`config.mk`:
```
export PLATFORM = sky130hd
export DESIGN_NAME = sae_regs
export DESIGN_NICKNAME = d
export VERILOG_FILES = /design/src/rtl/sae_pkg.sv /design/src/rtl/sae_selftest_status.sv /design/src/rtl/sae_rom_loader.sv /design/src/rtl/sae_regs.sv
export VERILOG_INCLUDE_DIRS = /design/src /design/src/rtl
export SDC_FILE = /design/constraint.sdc
export NUM_CORES = 1
export LEC_CHECK = 0
export ABC_AREA = 0
export BUFFER_PORTS_ARGS = -buffer_cell sky130_fd_sc_hd__buf_2
export CORE_ASPECT_RATIO = 2
export CORE_MARGIN = 1.5
export CORE_UTILIZATION = 57
export DETAILED_ROUTE_END_ITERATION = 8
export PLACE_DENSITY = 0.8
export SYNTH_ARGS = -nofsm -noshare
export SYNTH_HDL_FRONTEND = slang
export SYNTH_SLANG_ARGS = --single-unit
export TNS_END_PERCENT = 50
```
`constraint.sdc`:
```
create_clock -name clk -period 2.6 [get_ports clk]
set_input_delay 0 -clock clk [delete_from_list [all_inputs] [get_ports clk]]
set_output_delay 0 -clock clk [all_outputs]
set_load 0.005 [all_outputs]
```
`src/rtl/sae_defs.svh`:
```
`ifndef SAE_DEFS_SVH
`define SAE_DEFS_SVH
// Operation
// - with strap high, load station address from serial ROM words from 0x1 after reset
// - word 0x1 to low, 0x2 to middle, 0x3 to high register
// - software writes change registers only, never the serial ROM contents
// - three 16-bit read/write station address words, low word least significant
// - bus speed code 00 125MHz, 01 62.5MHz, 10 41.66MHz, 11 25MHz
// - without serial ROM the bus speed code resets to zero
// - with serial ROM, config word bit 1 sets speed code 00 or 11
// - bus speed stays software writable after the serial ROM load
// - strap high loads base and station address; strap low gives base 0x300
// - software access bit 4 hands ROM pins to control bits; clear blocks access
// - read-only bit 3 returns the live ROM serial input pin level
// - control bits 2..0 drive serial out, serial clock and chip select pins
// - tx self-test: bit 12 finished, bit 11 failed, read-only
// - rx self-test: bit 4 finished, bit 3 failed, read-only
// - six-bit bank select at offset 0xE in every bank picks the bank
`define SAE_OFS_WORD0 4'h0
`define SAE_OFS_WORD1 4'h2
`define SAE_OFS_WORD2 4'h4
`define SAE_OFS_BANK_SEL 4'he
`define SAE_BANK_BUS 6'h00
`define SAE_BANK_ADDR 6'h02
`define SAE_BANK_CTRL 6'h03
`define SAE_RST_BANK 6'h00
`define SAE_RST_BASE 16'h0300
`define SAE_RST_MAC 16'h0000
`define SAE_RST_PINS 3'h0
`define SAE_BASE_LSB 5
`define SAE_SW_ACC_BIT 4
`define SAE_DI_BIT 3
`define SAE_TXD_BIT 12
`define SAE_TXF_BIT 11
`define SAE_RXD_BIT 4
`define SAE_RXF_BIT 3
`define SAE_EE_BASE_WORD 6'h00
`define SAE_EE_MAC_LO_WORD 6'h01
`define SAE_EE_MAC_MID_WORD 6'h02
`define SAE_EE_MAC_HI_WORD 6'h03
`define SAE_EE_CFG_WORD 6'h06
`define SAE_CFG_SPEED_BIT 1
`define SAE_EE_READ_OP 3'h6
`define SAE_EE_LAST_BIT 5'd25
`define SAE_EE_CMD_BITS 5'd9
`define SAE_EE_LAST_IDX 3'd4
`define SAE_CLK_NS 25
`define SAE_SK_HALF_NS 500
`define SAE_SK_HALF_CYC ((`SAE_SK_HALF_NS + `SAE_CLK_NS - 1) / `SAE_CLK_NS)
`endif

```
`src/rtl/sae_pkg.sv`:
```
package sae_pkg;
   typedef enum {LD_IDLE, LD_RUN, LD_GAP} sae_ld_state_t;
   typedef enum logic [1:0] {
      SPD_125 = 2'h0,
      SPD_62P5 = 2'h1,
      SPD_41P66 = 2'h2,
      SPD_25 = 2'h3
   } sae_speed_t;
endpackage : sae_pkg

```
`src/rtl/sae_selftest_status.sv`:
```
`timescale 1ns/1ps
module sae_selftest_status (
   input wire logic clk,
   input wire logic rst_n,
   input wire logic tx_done_evt,
   input wire logic tx_fail_evt,
   input wire logic rx_done_evt,
   input wire logic rx_fail_evt,
   output logic [3:0] flags
);
   logic [3:0] next_flags;
   // sticky until hardware reset; order tx_done, tx_fail, rx_done, rx_fail
   always_comb begin
      next_flags = flags | {tx_done_evt, tx_fail_evt, rx_done_evt, rx_fail_evt};
   end
   always_ff @(posedge clk or negedge rst_n) begin
      if (!rst_n) begin
         flags <= 4'h0;
      end else begin
         flags <= next_flags;
      end
   end
endmodule : sae_selftest_status

```
`src/rtl/sae_rom_loader.sv`:
```
`timescale 1ns/1ps
`include "sae_defs.svh"
module sae_rom_loader #(
   parameter int HALF_CYC = `SAE_SK_HALF_CYC
) (
   input wire logic clk,
   input wire logic rst_n,
   input wire logic start,
   input wire logic rom_di,
   output logic cs,
   output logic sk,
   output logic dout,
   output logic word_valid,
   output logic [5:0] word_addr,
   output logic [15:0] word_data,
   output logic busy
);
   sae_pkg::sae_ld_state_t st, next_st;
   logic [15:0] div, next_div;
   logic [4:0] bitn, next_bitn;
   logic [2:0] idx, next_idx;
   logic [8:0] cmd, next_cmd;
   logic [15:0] sh, next_sh;
   logic next_cs, next_sk, next_dout, next_valid;
   logic half_end;

   // base, three station words, then the config word
   function automatic logic [5:0] word_of(input logic [2:0] i);
      unique case (i)
         3'd0: word_of = `SAE_EE_BASE_WORD;
         3'd1: word_of = `SAE_EE_MAC_LO_WORD;
         3'd2: word_of = `SAE_EE_MAC_MID_WORD;
         3'd3: word_of = `SAE_EE_MAC_HI_WORD;
         default: word_of = `SAE_EE_CFG_WORD;
      endcase
   endfunction : word_of

   assign word_addr = word_of(idx);
   assign word_data = sh;
   assign busy = (st != sae_pkg::LD_IDLE);
   assign half_end = (div == 16'(HALF_CYC - 1));

   always_comb begin
      next_st = st;
      next_div = half_end ? 16'h0000 : div + 16'h0001;
      next_bitn = bitn;
      next_idx = idx;
      next_cmd = cmd;
      next_sh = sh;
      next_cs = cs;
      next_sk = sk;
      next_dout = dout;
      next_valid = 1'b0;
      unique case (st)
         sae_pkg::LD_IDLE: begin
            next_div = 16'h0000;
            if (start) begin
               next_st = sae_pkg::LD_RUN;
               next_idx = 3'd0;
               next_bitn = 5'd0;
               next_cmd = {`SAE_EE_READ_OP, word_of(3'd0)};
               next_cs = 1'b1;
               next_dout = 1'b1;
            end
         end
         sae_pkg::LD_RUN: if (half_end) begin
            next_sk = ~sk;
            if (!sk) begin
               // rom output sampled on the rising serial clock
               next_sh = {sh[14:0], rom_di};
            end else if (bitn == `SAE_EE_LAST_BIT) begin
               next_valid = 1'b1;
               next_st = sae_pkg::LD_GAP;
               next_cs = 1'b0;
               next_dout = 1'b0;
            end else begin
               next_bitn = bitn + 5'd1;
               next_cmd = {cmd[7:0], 1'b0};
               next_dout = (next_bitn < `SAE_EE_CMD_BITS) ? cmd[7] : 1'b0;
            end
         end
         sae_pkg::LD_GAP: if (half_end) begin
            if (idx == `SAE_EE_LAST_IDX) begin
               next_st = sae_pkg::LD_IDLE;
            end else begin
               next_st = sae_pkg::LD_RUN;
               next_idx = idx + 3'd1;
               next_bitn = 5'd0;
               next_cmd = {`SAE_EE_READ_OP, word_of(idx + 3'd1)};
               next_cs = 1'b1;
               next_dout = 1'b1;
            end
         end
      endcase
   end

   always_ff @(posedge clk or negedge rst_n) begin
      if (!rst_n) begin
         st <= sae_pkg::LD_IDLE;
         div <= 16'h0000;
         bitn <= 5'd0;
         idx <= 3'd0;
         cmd <= 9'h000;
         sh <= 16'h0000;
         cs <= 1'b0;
         sk <= 1'b0;
         dout <= 1'b0;
         word_valid <= 1'b0;
      end else begin
         st <= next_st;
         div <= next_div;
         bitn <= next_bitn;
         idx <= next_idx;
         cmd <= next_cmd;
         sh <= next_sh;
         cs <= next_cs;
         sk <= next_sk;
         dout <= next_dout;
         word_valid <= next_valid;
      end
   end
endmodule : sae_rom_loader

```
`src/rtl/sae_regs.sv`:
```
`timescale 1ns/1ps
`include "sae_defs.svh"
module sae_regs #(
   parameter int SK_HALF_CYC = `SAE_SK_HALF_CYC
) (
   input wire logic clk,
   input wire logic rst_n,
   input wire logic host_cs,
   input wire logic host_wr,
   input wire logic host_rd,
   input wire logic [3:0] host_offset,
   input wire logic [1:0] host_be,
   input wire logic [15:0] host_wdata,
   output logic [15:0] host_rdata,
   input wire logic rom_enable_strap,
   input wire logic rom_serial_in_pin,
   output logic rom_serial_out_pin,
   output logic rom_serial_clock_pin,
   output logic rom_chip_select_pin,
   input wire logic tx_selftest_done_evt,
   input wire logic tx_selftest_fail_evt,
   input wire logic rx_selftest_done_evt,
   input wire logic rx_selftest_fail_evt,
   output logic [1:0] bus_speed_select,
   output logic [15:0] base_address,
   output logic [47:0] station_address,
   output logic rom_load_busy
);
   logic [5:0] bank_select_field, next_bank;
   logic [15:0] station_address_low, next_mac_lo;
   logic [15:0] station_address_middle, next_mac_mid;
   logic [15:0] station_address_high, next_mac_hi;
   logic [10:0] base_hi, next_base_hi;
   logic [1:0] speed, next_speed;
   logic rom_software_access_en, next_sw_acc;
   logic [2:0] rom_pin_bits, next_pin_bits;
   logic [15:0] next_rdata;
   logic next_so, next_sck, next_csel;
   logic boot_pending, next_boot;
   logic ld_start, next_ld_start;
   logic next_busy;
   logic [3:0] st_flags;
   logic ld_cs, ld_sk, ld_do, ld_valid, ld_busy;
   logic [5:0] ld_addr;
   logic [15:0] ld_data;
   logic wr_en, rd_en;
   logic [3:0] wofs;
   logic [15:0] speed_word, pin_word, bist_word;
   logic [15:0] base_merged;

   sae_rom_loader #(
      .HALF_CYC(SK_HALF_CYC)
   ) u_loader (
      .clk(clk),
      .rst_n(rst_n),
      .start(ld_start),
      .rom_di(rom_serial_in_pin),
      .cs(ld_cs),
      .sk(ld_sk),
      .dout(ld_do),
      .word_valid(ld_valid),
      .word_addr(ld_addr),
      .word_data(ld_data),
      .busy(ld_busy)
   );

   sae_selftest_status u_selftest (
      .clk(clk),
      .rst_n(rst_n),
      .tx_done_evt(tx_selftest_done_evt),
      .tx_fail_evt(tx_selftest_fail_evt),
      .rx_done_evt(rx_selftest_done_evt),
      .rx_fail_evt(rx_selftest_fail_evt),
      .flags(st_flags)
   );

   // byte-lane merge of a host write into a word
   function automatic logic [15:0] merge(
      input logic [15:0] old,
      input logic [15:0] wd,
      input logic [1:0] be
   );
      merge = old;
      if (be[0]) begin
         merge[7:0] = wd[7:0];
      end
      if (be[1]) begin
         merge[15:8] = wd[15:8];
      end
   endfunction : merge

   assign wr_en = host_cs & host_wr;
   assign rd_en = host_cs & host_rd;
   // odd byte offsets reach the same word
   assign wofs = {host_offset[3:1], 1'b0};
   assign base_merged = merge(base_address, host_wdata, host_be);

   // read images; reserved bits are zero
   assign speed_word = {14'h0000, speed};
   assign pin_word = {11'h000, rom_software_access_en, rom_serial_in_pin,
                      rom_pin_bits};
   always_comb begin
      bist_word = 16'h0000;
      bist_word[`SAE_TXD_BIT] = st_flags[3];
      bist_word[`SAE_TXF_BIT] = st_flags[2];
      bist_word[`SAE_RXD_BIT] = st_flags[1];
      bist_word[`SAE_RXF_BIT] = st_flags[0];
   end

   // strap sampled once, on the first edge after reset release
   always_comb begin
      next_boot = 1'b0;
      next_ld_start = boot_pending & rom_enable_strap;
   end

   // host register writes
   always_comb begin
      next_bank = bank_select_field;
      next_mac_lo = station_address_low;
      next_mac_mid = station_address_middle;
      next_mac_hi = station_address_high;
      next_base_hi = base_hi;
      next_speed = speed;
      next_sw_acc = rom_software_access_en;
      next_pin_bits = rom_pin_bits;
      if (wr_en) begin
         if (wofs == `SAE_OFS_BANK_SEL) begin
            // reachable from every bank
            if (host_be[0]) begin
               next_bank = host_wdata[5:0];
            end
         end else begin
            unique case (bank_select_field)
               `SAE_BANK_BUS: begin
                  if (wofs == `SAE_OFS_WORD0) begin
                     next_base_hi = base_merged[15:`SAE_BASE_LSB];
                  end
               end
               `SAE_BANK_ADDR: begin
                  // register only, nothing is sent to the rom
                  unique case (wofs)
                     `SAE_OFS_WORD0: next_mac_lo = merge(station_address_low,
                                                         host_wdata, host_be);
                     `SAE_OFS_WORD1: next_mac_mid = merge(station_address_middle,
                                                          host_wdata, host_be);
                     `SAE_OFS_WORD2: next_mac_hi = merge(station_address_high,
                                                         host_wdata, host_be);
                     default: ;
                  endcase
               end
               `SAE_BANK_CTRL: begin
                  unique case (wofs)
                     `SAE_OFS_WORD0: begin
                        // writable at any time, also after the load
                        if (host_be[0]) begin
                           next_speed = host_wdata[1:0];
                        end
                     end
                     `SAE_OFS_WORD1: begin
                        if (host_be[0]) begin
                           next_sw_acc = host_wdata[`SAE_SW_ACC_BIT];
                           next_pin_bits = host_wdata[2:0];
                        end
                     end
                     // self-test word is read-only
                     default: ;
                  endcase
               end
               default: ;
            endcase
         end
      end
      // rom words overwrite a host write of the same cycle
      if (ld_valid) begin
         unique case (ld_addr)
            `SAE_EE_BASE_WORD: next_base_hi = ld_data[15:`SAE_BASE_LSB];
            `SAE_EE_MAC_LO_WORD: next_mac_lo = ld_data;
            `SAE_EE_MAC_MID_WORD: next_mac_mid = ld_data;
            `SAE_EE_MAC_HI_WORD: next_mac_hi = ld_data;
            `SAE_EE_CFG_WORD: begin
               next_speed = ld_data[`SAE_CFG_SPEED_BIT] ? sae_pkg::SPD_25
                                                        : sae_pkg::SPD_125;
            end
            default: ;
         endcase
      end
   end

   // host read data, taken one edge after the strobe
   always_comb begin
      next_rdata = host_rdata;
      if (rd_en) begin
         next_rdata = 16'h0000;
         if (wofs == `SAE_OFS_BANK_SEL) begin
            next_rdata = {10'h000, bank_select_field};
         end else begin
            unique case (bank_select_field)
               `SAE_BANK_BUS: begin
                  if (wofs == `SAE_OFS_WORD0) begin
                     next_rdata = base_address;
                  end
               end
               `SAE_BANK_ADDR: begin
                  unique case (wofs)
                     `SAE_OFS_WORD0: next_rdata = station_address_low;
                     `SAE_OFS_WORD1: next_rdata = station_address_middle;
                     `SAE_OFS_WORD2: next_rdata = station_address_high;
                     default: ;
                  endcase
               end
               `SAE_BANK_CTRL: begin
                  unique case (wofs)
                     `SAE_OFS_WORD0: next_rdata = speed_word;
                     `SAE_OFS_WORD1: next_rdata = pin_word;
                     `SAE_OFS_WORD2: next_rdata = bist_word;
                     default: ;
                  endcase
               end
               default: ;
            endcase
         end
      end
   end

   // pin ownership: loader, then software, else parked low
   always_comb begin
      next_busy = ld_busy;
      if (ld_busy) begin
         next_so = ld_do;
         next_sck = ld_sk;
         next_csel = ld_cs;
      end else if (rom_software_access_en) begin
         // timing is entirely the host's
         next_so = rom_pin_bits[2];
         next_sck = rom_pin_bits[1];
         next_csel = rom_pin_bits[0];
      end else begin
         next_so = 1'b0;
         next_sck = 1'b0;
         next_csel = 1'b0;
      end
   end

   always_ff @(posedge clk or negedge rst_n) begin
      if (!rst_n) begin
         bank_select_field <= `SAE_RST_BANK;
         station_address_low <= `SAE_RST_MAC;
         station_address_middle <= `SAE_RST_MAC;
         station_address_high <= `SAE_RST_MAC;
         base_hi <= 11'(`SAE_RST_BASE >> `SAE_BASE_LSB);
         speed <= sae_pkg::SPD_125;
         rom_software_access_en <= 1'b0;
         rom_pin_bits <= `SAE_RST_PINS;
         host_rdata <= 16'h0000;
         boot_pending <= 1'b1;
         ld_start <= 1'b0;
         rom_load_busy <= 1'b0;
      end else begin
         bank_select_field <= next_bank;
         station_address_low <= next_mac_lo;
         station_address_middle <= next_mac_mid;
         station_address_high <= next_mac_hi;
         base_hi <= next_base_hi;
         speed <= next_speed;
         rom_software_access_en <= next_sw_acc;
         rom_pin_bits <= next_pin_bits;
         host_rdata <= next_rdata;
         boot_pending <= next_boot;
         ld_start <= next_ld_start;
         // start pulse covers the edge before the loader leaves idle
         rom_load_busy <= next_busy | next_ld_start | ld_start;
      end
   end

   always_ff @(posedge clk or negedge rst_n) begin
      if (!rst_n) begin
         rom_serial_out_pin <= 1'b0;
         rom_serial_clock_pin <= 1'b0;
         rom_chip_select_pin <= 1'b0;
         bus_speed_select <= sae_pkg::SPD_125;
         base_address <= `SAE_RST_BASE;
         station_address <= {`SAE_RST_MAC, `SAE_RST_MAC, `SAE_RST_MAC};
      end else begin
         rom_serial_out_pin <= next_so;
         rom_serial_clock_pin <= next_sck;
         rom_chip_select_pin <= next_csel;
         bus_speed_select <= next_speed;
         base_address <= {next_base_hi, 5'h00};
         station_address <= {next_mac_hi, next_mac_mid, next_mac_lo};
      end
   end
endmodule : sae_regs

```
# Word level (Yosys, flattened, before mapping)
# Cells that the tools add are included.
[totals]
register_bits = 229
input_bits = 33
elab_cells = 179
out_inout_bits = 86
[op_classes]
n_lt_le_gt_ge = 1
n_eq_ne = 27
mux = 96
bitwise_logic = 8
n_reduce_logical = 17
n_addsub = 3
[op_table]
columns = ["operator", "n"]
rows = [
  ["two-way mux 16 bit", 22],
  ["two-way mux 32 bit", 5],
  ["two-way mux 8 bit", 14],
  ["case mux 16 bit (3 select lines)", 2],
  ["case mux 32 bit (3 select lines)", 1],
  ["two-way mux 11 bit", 6],
  ["case mux 13 bit (3 select lines)", 1],
  ["equality test 32 x 1 -> 1 bit, second input constant", 1],
  ["equality test 32 x 2 -> 1 bit, second input constant", 1],
  ["logical NOT 32 bit", 1],
  ["nonzero test 32 bit", 1],
  ["two-way mux 5 bit", 6],
  ["equality test 6 x 2 -> 1 bit, second input constant", 4],
  ["case mux 3 bit (4 select lines)", 2],
  ["case mux 8 bit (3 select lines)", 1],
  ["two-way mux 1 bit", 21],
  ["adder 16 x 1 -> 16 bit, second input constant", 1],
  ["equality test 16 x 5 -> 1 bit, second input constant", 1],
  ["two-way mux 2 bit", 8],
  ["equality test 3 x 2 -> 1 bit, second input constant", 5],
  ["case mux 5 bit (3 select lines)", 1],
  ["AND reduction 5 bit", 3],
  ["logical NOT 6 bit", 2],
  ["AND reduction 6 bit", 2],
  ["23 further kinds", 40],
]

# Longest topological paths before layout
# Gate-level depths: netlist of the first run.
[logic_depth]
ltp_word = 7
ltp_mapped = 8
ltp_nobuf = 7

# Modules after synthesis
# Synthesis of the first run repeated with hierarchy kept, for this count alone.
[unflattened]
hier_cells = 739
hier_area_um2 = 7752.4
[modules_own_cells]
columns = ["module", "cells_per_inst", "n_inst", "area_per_inst_um2", "seq_area_each_um2"]
rows = [
  ["sae_regs", 477, 1, 4860.9, 2331.0],
  ["sae_rom_loader", 254, 1, 2766.4, 1351.3],
  ["sae_selftest_status", 8, 1, 125.1, 100.1],
]

# Least setup slack after synthesis of the first run
# No wires, ideal clock.
[synth_path]
kind = "register to register"
startpoint = "register u_loader.div[0]"
endpoint = "register u_loader.sh[10], in the netlist u_loader.word_data[10]"
required_ps = 2475
setup_ps = 125
n_path_buf = 1
synth_period_minus_slack_ps = 2401
setup_slack_ps = 199
t_arrival_ps = 2277
path_stages_with_launch = 8
path_cell_list = "dfrtp_1 -> ha_1 -> or4bb_1 -> nor4_4 -> nand2_1 -> nor2_4 -> buf_8 -> mux2_2"
[synth_via]
elab_chain_len = 2
[synth_rtl]
columns = ["element", "line", "rtl"]
rows = [
  ["from (decl)", "sae_rom_loader.sv:19", "logic [15:0] div, next_div;"],
  ["from (signal assigned)", "sae_rom_loader.sv:111", "div <= next_div;"],
  ["equality test 16 x 5 -> 1 bit", "sae_rom_loader.sv:41", "assign half_end = (div == 16'(HALF_CYC - 1));"],
  ["AND reduction 3 bit (no line)", "-", ""],
  ["to (signal assigned)", "sae_rom_loader.sv:115", "sh <= next_sh;"],
  ["to (decl)", "sae_rom_loader.sv:23", "logic [15:0] sh, next_sh;"],
]
# No other way between the ends.
# A chain may end at the register's enable or synchronous reset.

# Final worst setup path of the first run
[layout_path]
startpoint = "register u_loader.div[0]"
endpoint = "register u_loader.cmd[2]"
[layout_via]
elab_chain_len = 3
word_cells_on_any_way = 4
cone_classes = "3 x eq/ne; 1 x reduce/logical"
[layout_rtl]
columns = ["element", "line", "rtl"]
rows = [
  ["equality test 16 x 5 -> 1 bit *", "sae_rom_loader.sv:41", ""],
  ["inequality test 2 x 1 -> 1 bit (no line)", "-", ""],
  ["AND reduction 6 bit (no line) *", "-", ""],
  ["to (signal assigned)", "sae_rom_loader.sv:114", "cmd <= next_cmd;"],
  ["to (decl)", "sae_rom_loader.sv:22", "logic [8:0] cmd, next_cmd;"],
]
# Every way passes the cells marked *; elsewhere a longest branch is shown, timed or not.

==> results of run 1 <==
==> through the flow <==
step	area (um^2)	worst slack [ps]	hold slack (ps)	power, W	cells
finish	9250	113	95.7	0.00621	1059
global route	9250	2.64	113	0.00646	1059
floorplan	7560	199	-296	0.00323	747
global placement	8400	194	38.4	0.00363	1003
detailed placement	8400	131	54.5	0.00369	1003
CTS	9240	101	80.1	0.00622	1058
==> repair_timing <==
| item | in CTS | in global routing |
|---|---|---|
| setup buffers | 0 | 1 |
| hold buffers | 23 | 0 |
| hold endpoints to repair | 137 | 0 |
| resized for setup | 0 | 0 |
| endpoints found under the setup margin | 0 | 16 |
==> kinds of logic (layout without fill, tap and decap cells) <==
kind of cell | Yosys count | count (layout)
fa+ha+maj | 13 | 13
other cells | 1 | 6
buf+inv | 55 | 215
xor+xnor | 15 | 15
mux | 106 | 106
flops | 151 | 151
compound gates | 164 | 164
simple gates | 237 | 237
==> flip-flops by register name (all words and copies together), names as in the netlist, 4 cells and up <==
signal,flops
base_address,11
u_loader.div,16
u_loader.cmd,8
bank_select_field,6
u_selftest.flags,4
u_loader.word_data,16
u_loader.bitn,5
station_address,48
host_rdata,16
==> worst max-delay path: cells and delay by family, from the launching register on <==
family	cells	cell delay (ps)
mux	1	360
simple gates	4	1200
flops	1	390
fa+ha+maj	1	230
buf+inv	1	190
==> cells in the mapped netlist (9+ instances only) <==
library cell / n / area (um^2)
nor2_1: 81 / 304
dfrtp_1: 148 / 3700
nand3_1: 22 / 110
mux2_2: 30 / 338
nand2_1: 63 / 236
inv_1: 17 / 63.8
a21oi_1: 56 / 280
xnor2_1: 9 / 78.8
mux2i_1: 76 / 761
ha_1: 13 / 163
and3_1: 11 / 68.8
a22oi_1: 16 / 120
o21ai_0: 55 / 275
clkbuf_1: 26 / 97.6
==> where the power goes <==
group	switching [W]	internal, W
Clock	0.00106	0.00146
Sequential	0.000145	0.00253
Combinational	0.000598	0.000419
Total	0.00181	0.00440
==> area by class of cell <==
cell class	count	area share [%]
sequential	151	40.9
multi-input combinational	541	38.3
timing repair buffer	166	11.4
clock buffer	17	4.60
tap	152	2.06
clock inverter	15	2.02
inverter	17	0.690
==> metal layers <==
metal  track usage (%)  vias to the layer above
li1                  -                     2952
met1              30.9                     3206
met2              59.6                      304
met3              6.88                       82
met4              19.9                        0
met5                 0                        -
==> how the worst max path moves through the flow <==
stage,from,to,slack [ps]
finish,u_loader.div[0],u_loader.cmd[2],110
global route,u_loader.div[0],u_loader.cmd[2],3
CTS,u_loader.div[0],u_loader.word_data[8],100
detailed placement,u_loader.div[0],u_loader.word_data[8],130
global placement,u_loader.div[0],u_loader.word_data[3],190
floorplan,u_loader.div[0],u_loader.word_data[10],200
==> results by group, run 1 <==
Finish
  – Commonest non-fill, non-tap cells in the layout: 148 x dfrtp_1, 111 x buf_2, 81 x nor2_1
  – Layout cells sized above 1: between 20 and 25%
  – Fillers: 898
  – Number of antenna diodes: 0
  – Final core occ: ~71%
  – Area taken by flip-flops and latches: roughly 0.0038 mm^2
  – Area of the multi-input gates: about 0.0035 mm^2
  – Commonest non-fill, non-tap cell in the layout: dfrtp_1
  – Layout net count: 940
  – Area grow syn2layout: 22.6%

Drt
  – Met3 WL post-DR: 1210 um
  – M1 WL: 7000 um
  – DRT antenna net count: 0
  – Routed len/inst: between 20 and 25 um
  – Drt via density: 6.18
  – First DRT Iteration DRCs: ~530
  – Metal2 WL: between 10,000 and 15,000 um
  – Detailed-route DRC error count: 0
  – Routed wire length: roughly 22,000 um
  – First-pass DRT Iterations: 5
  – Highest routing layer actually used: met4
  – Via count: 6,544

Setup path
  – Worst EP required: between 2000 and 3000 ps
  – R2r worst-path depth: 7
  – Max Fanout on Critical Path: 10
  – Worst EP arrival: between 2000 and 3000 ps
  – R2R Setup Slk: 110 ps
  – Slowest stage delay, CP: 510 ps
  – FF-to-FF End: u_loader.cmd[2]
  – Worst setup EP type: register
  – Startpoint Class: register
  – Cell Chain, Critical Path: ha_1, or4bb_1, nor4_4, buf_4, nand4_1, nand2_2, mux2_2
  – Crit-path slowest cell: or4bb_1
  – CP Class: register to register
  – R2r startpoint: u_loader.div[0]

Synthesis
  – Count of cell types in the netlist: 55
  – Seq/Total Area, Yosys: 50.2%
  – Post-Synth XOR/XNOR Area: about 1.7%
  – Mapped Cells: around 740
  – Simple-gate share of the synthesized area: 15.2%
  – Post-synthesis compound-gate area fraction: 12.9%
  – #FFs+latches synth: about 150
  – Number of synthesized flops with an enable pin: 0
  – Main combinational cell family by area after synthesis: simple AND/OR/NAND/NOR gates
  – Post-Syn Area: about 0.0075 mm^2
  – Adder-Cell Fraction of Synth Area: under 10%
  – Mux contribution to synthesized area: about 15%
  – Main synth FF type: dfrtp_1
  – Syn_area_per_cell: 10.2 um^2
  – Synth warn: 0
  – Ys async rst share: 100%

Placement
  – Placer Congestion: 0.957
  – Dpl hpwl: between 15,000 and 20,000 um
  – Port-buffer cells: 112

Floorplan
  – Die Area: 0.0140 mm^2
  – Die width: between 80 and 90 um
  – Site row count: a little under 60
  – Die H: roughly 170 um
  – CORE AREA: ~0.013 mm^2
  – IO Pins: 119
  – Initial Util: 58.0%

Power and ir drop
  – Lkg Pwr: around 4.5 nW
  – PD cells: around 670 mW/mm^2
  – Max IR drop VDD: 0.610 mV

Timing
  – Fin Setup TNS: 0 ps
  – Final min period: 2490 ps
  – F_max: 402 MHz
  – Final setup violation count: 0
  – Worst slew pin tran: roughly 700 ps
  – RSZ-0062 raised after global routing: no
  – Slew margin rel.: ~54%
  – Final Hold Viols: 0
  – Period utilization: roughly 96%
  – Clock skew: between 10 and 15 ps
  – Slew Viols, Final: 0

CTS
  – CTS Buf Count: 17
  – H-tree levels: 4
  – CTS clk-pin slew, worst paths: approximately 70 ps
  – # clock sinks: 151
  – Root Buffer: clkbuf_16
  – CTS tree: done
  – Clock Latency Late Sink: approximately 430 ps
  – Clock Path Buffers: 2

Global routing
  – First-pass GRT wire length: 34,900 um
  – Largest net degree at the start of global routing: about 70
  – Vias in the first global route: just under 7,000
  – Congestion Overflow GR: 0
  – Initial antenna violation count: 0
  – Total GRT Usage: about a third

Min path
  – Hold endpoint: host_rdata[5]
  – Hold Crit Class: primary input to register
  – Worst hold path startpoint: host_rd
  – Worst Hold Path Cells: 4

Outcome
  – Status: finished clean

Flow run
  – Max Cap Violations: 0
Power figures use the tool's default switching activity.
==> run 2, diff against run 1 <==
- MAX_ROUTING_LAYER: not set -> met4
- RECOVER_POWER: not set -> 50
==> run 2 against run 1 <==
  * The run now ends with max-capacitance violations, max-slew violations left
  * Die area did not move
  * Worst hold slack got worse by 5.9 ps
  * Critical path depth rose by 1
  * Wire length barely moved
  * Combinational power barely moved
  * Total power fell by 1.5%
  * Non-clock buffer count did not move
  * Largest cell class unchanged
  * Largest power group unchanged
  * Highest routed layer unchanged
==> results by group, run 2 (synthesized netlist as in run 1, its figures left out) <==
Placement
  – Worst slack, placed: roughly 120 ps
  – Port-buffer cells: ~110
  – Placed cell areas: between 0.008 and 0.009 mm^2
  – Placer Congestion: 0.968
  – Cell count after placement: around 1,000
  – Dpl hpwl: approximately 15,000 um

Floorplan
  – Die width: roughly 84 um
  – Die H: 166 um
  – Initial Util: roughly 58%
  – Site row count: slightly below 60
  – IO Pins: 119
  – CORE AREA: approximately 0.013 mm^2
  – Die Area: 0.0140 mm^2

Timing
  – Clock skew: roughly 12 ps
  – Final setup violation count: 0
  – RSZ-0062 raised after global routing: no
  – Slew margin rel.: -13.9%
  – Final setup margin: about 110 ps
  – F_max: about 400 MHz
  – Final min period: around 2500 ps
  – Final Hold Viols: 0
  – Worst slew pin tran: 1710 ps
  – Fin Setup TNS: 0 ps
  – Slew Viols, Final: 66
  – Period utilization: 95.6%

Outcome
  – Failing checks: max-capacitance violations, max-slew violations
  – Status: finished with violations

Drt
  – Via count: 6,582
  – First DRT Iteration DRCs: about 430
  – First-pass DRT Iterations: 5
  – DRT antenna net count: 0
  – Routed len/inst: 20.4 um
  – Drt via density: roughly 6.2
  – Detailed-route DRC error count: 0
  – Routed wire length: approximately 22,000 um

Setup path
  – CP Class: register to register
  – Worst EP arrival: approximately 2800 ps
  – Max Fanout on Critical Path: 16
  – CP delay by family, top: simple AND/OR/NAND/NOR gates
  – Worst EP required: 2900 ps
  – Critical path depth in cells: 8
  – Slowest stage delay, CP: about 500 ps
  – Startpoint Class: register
  – Crit-path slowest cell: or4bb_1
  – Cell Chain, Critical Path: ha_1, or4bb_1, nor4_4, buf_4, nand2_1, nor2_4, buf_12, mux2_2
  – WP buf/inv: 2
  – Worst setup EP type: register
  – R2r worst-path depth: 8

CTS
  – Clock Latency Late Sink: about 430 ps
  – Root Buffer: clkbuf_16
  – H-tree levels: 4
  – # clock sinks: between 150 and 200
  – CTS clk-pin slew, worst paths: 70 ps
  – CTS tree: done
  – Clock Path Buffers: 2
  – CTS Buf Count: 17

Global routing
  – Vias in the first global route: 6,875
  – Initial antenna violation count: 0
  – Total GRT Usage: roughly a third
  – Largest net degree at the start of global routing: 66
  – Congestion Overflow GR: 0
  – First-pass GRT wire length: around 35,000 um

Power and ir drop
  – Cell-internal power: ~0.0043 W
  – Clk network pwr share: between 30 and 40%
  – Max IR drop VDD: around 0.64 mV
  – Combinational Power Share: about 16%
  – Reg power frac: a little over two fifths
  – Sw Pwr: 0.00183 W
  – Final Power: 0.00612 W
  – PD cells: between 600 and 700 mW/mm^2
  – Sw Share: around 30%
  – Lkg Pwr: between 4 and 5 nW

Finish
  – Top reg by flops: station_address
  – Area of the multi-input gates: ~0.0035 mm^2
  – Max reg flops: between 40 and 50
  – Commonest non-fill, non-tap cell in the layout: dfrtp_1
  – Area taken by flip-flops and latches: 0.00378 mm^2
  – Layout net count: between 900 and 1,000
  – Area grow syn2layout: 21.4%
  – Layout cells sized above 1: 20.9%
  – Design area: between 0.009 and 0.01 mm^2
  – Commonest non-fill, non-tap cells in the layout: 148 x dfrtp_1, 81 x nor2_1, 80 x buf_2
  – Number of antenna diodes: 0
  – Non-filler instance count after layout: around 1,100
  – Fillers: slightly below 1,000

Min path
  – Worst Hold Path Cells: 5
  – Hold Crit Class: primary input to register

Flow run
  – Max Cap Violations: 1
-- run 2: layout make-up --
class | count | share of cell area (%)
flip-flops and latches | 151 | 41.3
clock buffers | 17 | 4.65
multi-input cells | 541 | 38.7
repair buffers | 166 | 10.8
clock inverters | 15 | 1.71
well taps | 152 | 2.08
inverters | 17 | 0.697
-- run 2: worst register-to-register path: stages, from the launching register on --
cell and delay, ps:
dfrtp_1 390, ha_1 230, or4bb_1 500, nor4_4 290, buf_4 180, nand2_1 120
nor2_4 130, buf_12 160, mux2_2 360
-- run 2: repair_timing --
action / 4_1_cts / 5_1_grt
gates resized for setup: 0 / 0
endpoints found under the setup margin: 0 / 16
setup buffers: 0 / 1
hold buffers: 23 / 0
hold endpoints to repair: 134 / 0
-- run 2: layer usage --
| metal | part of all wire (%) | vias to the layer above | GRT usage, % | wire length (um) |
|---|---|---|---|---|
| met3 | 5.0 | 95 | 6.28 | 1090 |
| met5 | 0 | - | - | 0 |
| met1 | 33 | 3218 | 32.2 | 7210 |
| li1 | - | 2947 | - | - |
| met4 | 6.6 | 0 | 21.2 | 1430 |
| met2 | 55 | 322 | 58.4 | 11900 |
-- run 2: power by group through the flow --
stage	clock network (W)	registers, W	logic, W
floorplan	0	0.00269	0.000544
global placement	0	0.00270	0.000928
detailed placement	0	0.00271	0.000967
CTS	0.00246	0.00267	0.00100
global route	0.00257	0.00270	0.00110
finish	0.00244	0.00268	0.00100
-- run 2: final timing paths --
check	start	slack [ps]	endpoint
max	u_loader.div[0]	110	u_loader.word_data[3]
min	host_rd	90	host_rdata[15]
max reg2reg	u_loader.div[0]	110	u_loader.word_data[3]
min reg2reg	u_selftest.flags[2]	470	u_selftest.flags[2]
max in group asynchronous	rst_n	590	u_loader.cmd[0]
min in group asynchronous	rst_n	550	host_rdata[12]
-- run 2: metrics by stage --
step	utilization [%]	hold slack (ps)
2_1_floorplan	-	-296
3_3_place_gp	64.6	17.7
3_5_place_dp	64.6	28.0
4_1_cts	70.8	78.2
5_1_grt	70.4	111
6_report	70.4	89.8
==> run 3, diff against run 2 <==
- CORE_ASPECT_RATIO: 2 -> not set
==> run 3 against run 2 <==
  * Sequential power about the same
  * Largest cell class unchanged
  * Critical path type unchanged
  * The run still ends with max-capacitance violations, max-slew violations left
  * Worst hold slack better by 53 ps
  * Setup slack worse by 16 ps
  * Critical endpoint is now u_loader.cmd[3]
  * Die area down 0.30%
  * Maximum frequency down 0.62%
  * Via count down 2.2%
  * Cell count up 1.8%
  * Total power up 0.72%
  * Count of clock-buffer cells in the layout up 4
  * Critical path depth unchanged
  * Global-route usage down 2.4 points
==> results by group, run 3 (synthesized netlist as in run 1, its figures left out) <==
Power and ir drop
  – Cell-internal power: 0.00449 W
  – Clk network pwr share: 40.6%
  – Lkg Pwr: about 4.4 nW
  – Reg power frac: between 40% and 50%
  – Sw Pwr: ~0.0017 W
  – Sw Share: a little over a quarter
  – Combinational Power Share: between 10% and 20%
  – Max IR drop VDD: between 0.5 and 0.6 mV
  – PD cells: ~670 mW/mm^2

Setup path
  – Startpoint Class: register
  – Max Fanout on Critical Path: 6
  – CP Class: register to register
  – Worst setup EP type: register
  – WP buf/inv: 2
  – Slowest stage delay, CP: 500 ps
  – R2r startpoint: u_loader.div[0]
  – Cell Chain, Critical Path: ha_2, or4bb_4, nor4_4, buf_4, nand4_1, buf_4, and3_1, a41o_1
  – Worst EP arrival: roughly 2800 ps
  – CP delay by family, top: simple AND/OR/NAND/NOR gates
  – Most common cell on crit path: buf_4
  – Worst EP required: 2890 ps
  – Crit-path slowest cell: or4bb_4
  – CP startpoint: u_loader.div[0]

Timing
  – Slew margin rel.: -31.1%
  – Clock skew: 8.47 ps
  – Final setup violation count: 0
  – Period utilization: 96.2%
  – Worst slew pin tran: 1970 ps
  – Final min period: 2500 ps
  – F_max: between 300 and 400 MHz
  – Final Hold Viols: 0
  – Fin Setup TNS: 0 ps
  – Slew Viols, Final: 76

Min path
  – Worst hold path startpoint: host_offset[3]
  – Hold Crit Class: primary input to register

Finish
  – Layout cells sized above 1: a little over a fifth
  – Layout net count: about 940
  – Fillers: approximately 910
  – Top reg by flops: station_address
  – Area taken by flip-flops and latches: 0.00378 mm^2
  – Number of antenna diodes: 0
  – Design area: between 0.009 and 0.01 mm^2
  – Max reg flops: 48
  – Area grow syn2layout: 22.4%
  – Area of the multi-input gates: approximately 0.0036 mm^2
  – Commonest non-fill, non-tap cells in the layout: 148 x dfrtp_1, 82 x buf_2, 81 x nor2_1
  – Commonest non-fill, non-tap cell in the layout: dfrtp_1

Drt
  – First-pass DRT Iterations: 7
  – Detailed-route DRC error count: 0
  – DRT antenna net count: 0
  – Routed wire length: about 20,000 um
  – Routed len/inst: between 15 and 20 um
  – Drt via density: between 5 and 6
  – First DRT Iteration DRCs: between 400 and 500
  – Via count: roughly 6,400

Floorplan
  – Die Area: 0.0139 mm^2
  – Die width: 118 um
  – Die H: 118 um
  – Initial Util: 59.0%
  – Site row count: 41
  – IO Pins: between 100 and 150
  – CORE AREA: about 0.013 mm^2

CTS
  – Root Buffer: clkbuf_16
  – # clock sinks: 151
  – Clock Latency Late Sink: ~420 ps
  – CTS tree: done
  – CTS clk-pin slew, worst paths: around 60 ps
  – H-tree levels: 4
  – Clock Path Buffers: 2
  – CTS Buf Count: 17

Global routing
  – Vias in the first global route: roughly 6,400
  – Total GRT Usage: 30.7%
  – Initial antenna violation count: 0
  – Largest net degree at the start of global routing: 77
  – Congestion Overflow GR: 0
  – First-pass GRT wire length: around 33,000 um

Placement
  – Dpl hpwl: 14,000 um
  – Placed cell areas: 0.00842 mm^2
  – Port-buffer cells: approximately 110
  – Placer Congestion: 0.971

Outcome
  – Failing checks: max-capacitance violations, max-slew violations
  – Status: finished with violations

Flow run
  – Max Cap Violations: 1
[run 3: stage by stage]
step           cells  utilization [%]  setup WS [ps]  total power, W  hold WS [ps]
6_report        1078             72.3           98.0         0.00616           143
2_1_floorplan    747                -            199         0.00323          -296
4_1_cts         1077             72.5            100         0.00618           125
3_5_place_dp    1022             65.9            117         0.00364          77.2
5_1_grt         1078             72.3          -12.2         0.00642           173
3_3_place_gp    1022             65.9            190         0.00359          67.1
[run 3: what timing repair did]
item	in CTS	in global routing
endpoints found under the setup margin	0	22
gates resized for setup	0	3
endpoints found under the hold margin	148	0
setup buffers	0	1
hold buffers	23	0
[run 3: routing by layer]
layer,vias up,routed length [um],GRT usage (%)
met5,-,0,-
met4,0,334,9.45
met3,42,1460,6.83
met2,312,10500,51.6
met1,3134,7870,37.0
li1,2952,-,-
[run 3: final timing paths]
kind                                  endpoint  slack [ps]  depth (start not counted)
max reg2reg                    u_loader.cmd[3]         100                          8
min                              host_rdata[0]         140                          6
max in group asynchronous         boot_pending         580                          3
max                            u_loader.cmd[3]         100                          8
min reg2reg                     host_rdata[11]         480                          2
min in group asynchronous  u_selftest.flags[1]         670                          2
[run 3: layout make-up]
class	count	area share, %
Clock buffer	21	4.99
Clock inverter	11	1.60
Inverter	17	0.691
Multi-Input combinational cell	541	38.5
Sequential cell	151	41.0
Tap cell	172	2.33
Timing Repair Buffer	165	10.9
[run 3: worst min-delay path: stages]
cell,delay [ps]
buf_2,120
inv_1,60
nand2_1,70
nor2_1,90
nand2_1,90
a31oi_1,70
[run 3: power by group through the flow]
stage                     logic, W  registers [W]  clock network, W
final                     0.000978        0.00268           0.00250
after floorplan           0.000544        0.00269                 0
after global placement    0.000891        0.00270                 0
after CTS                 0.000972        0.00267           0.00254
after detailed placement  0.000933        0.00271                 0
after global routing       0.00108        0.00270           0.00264
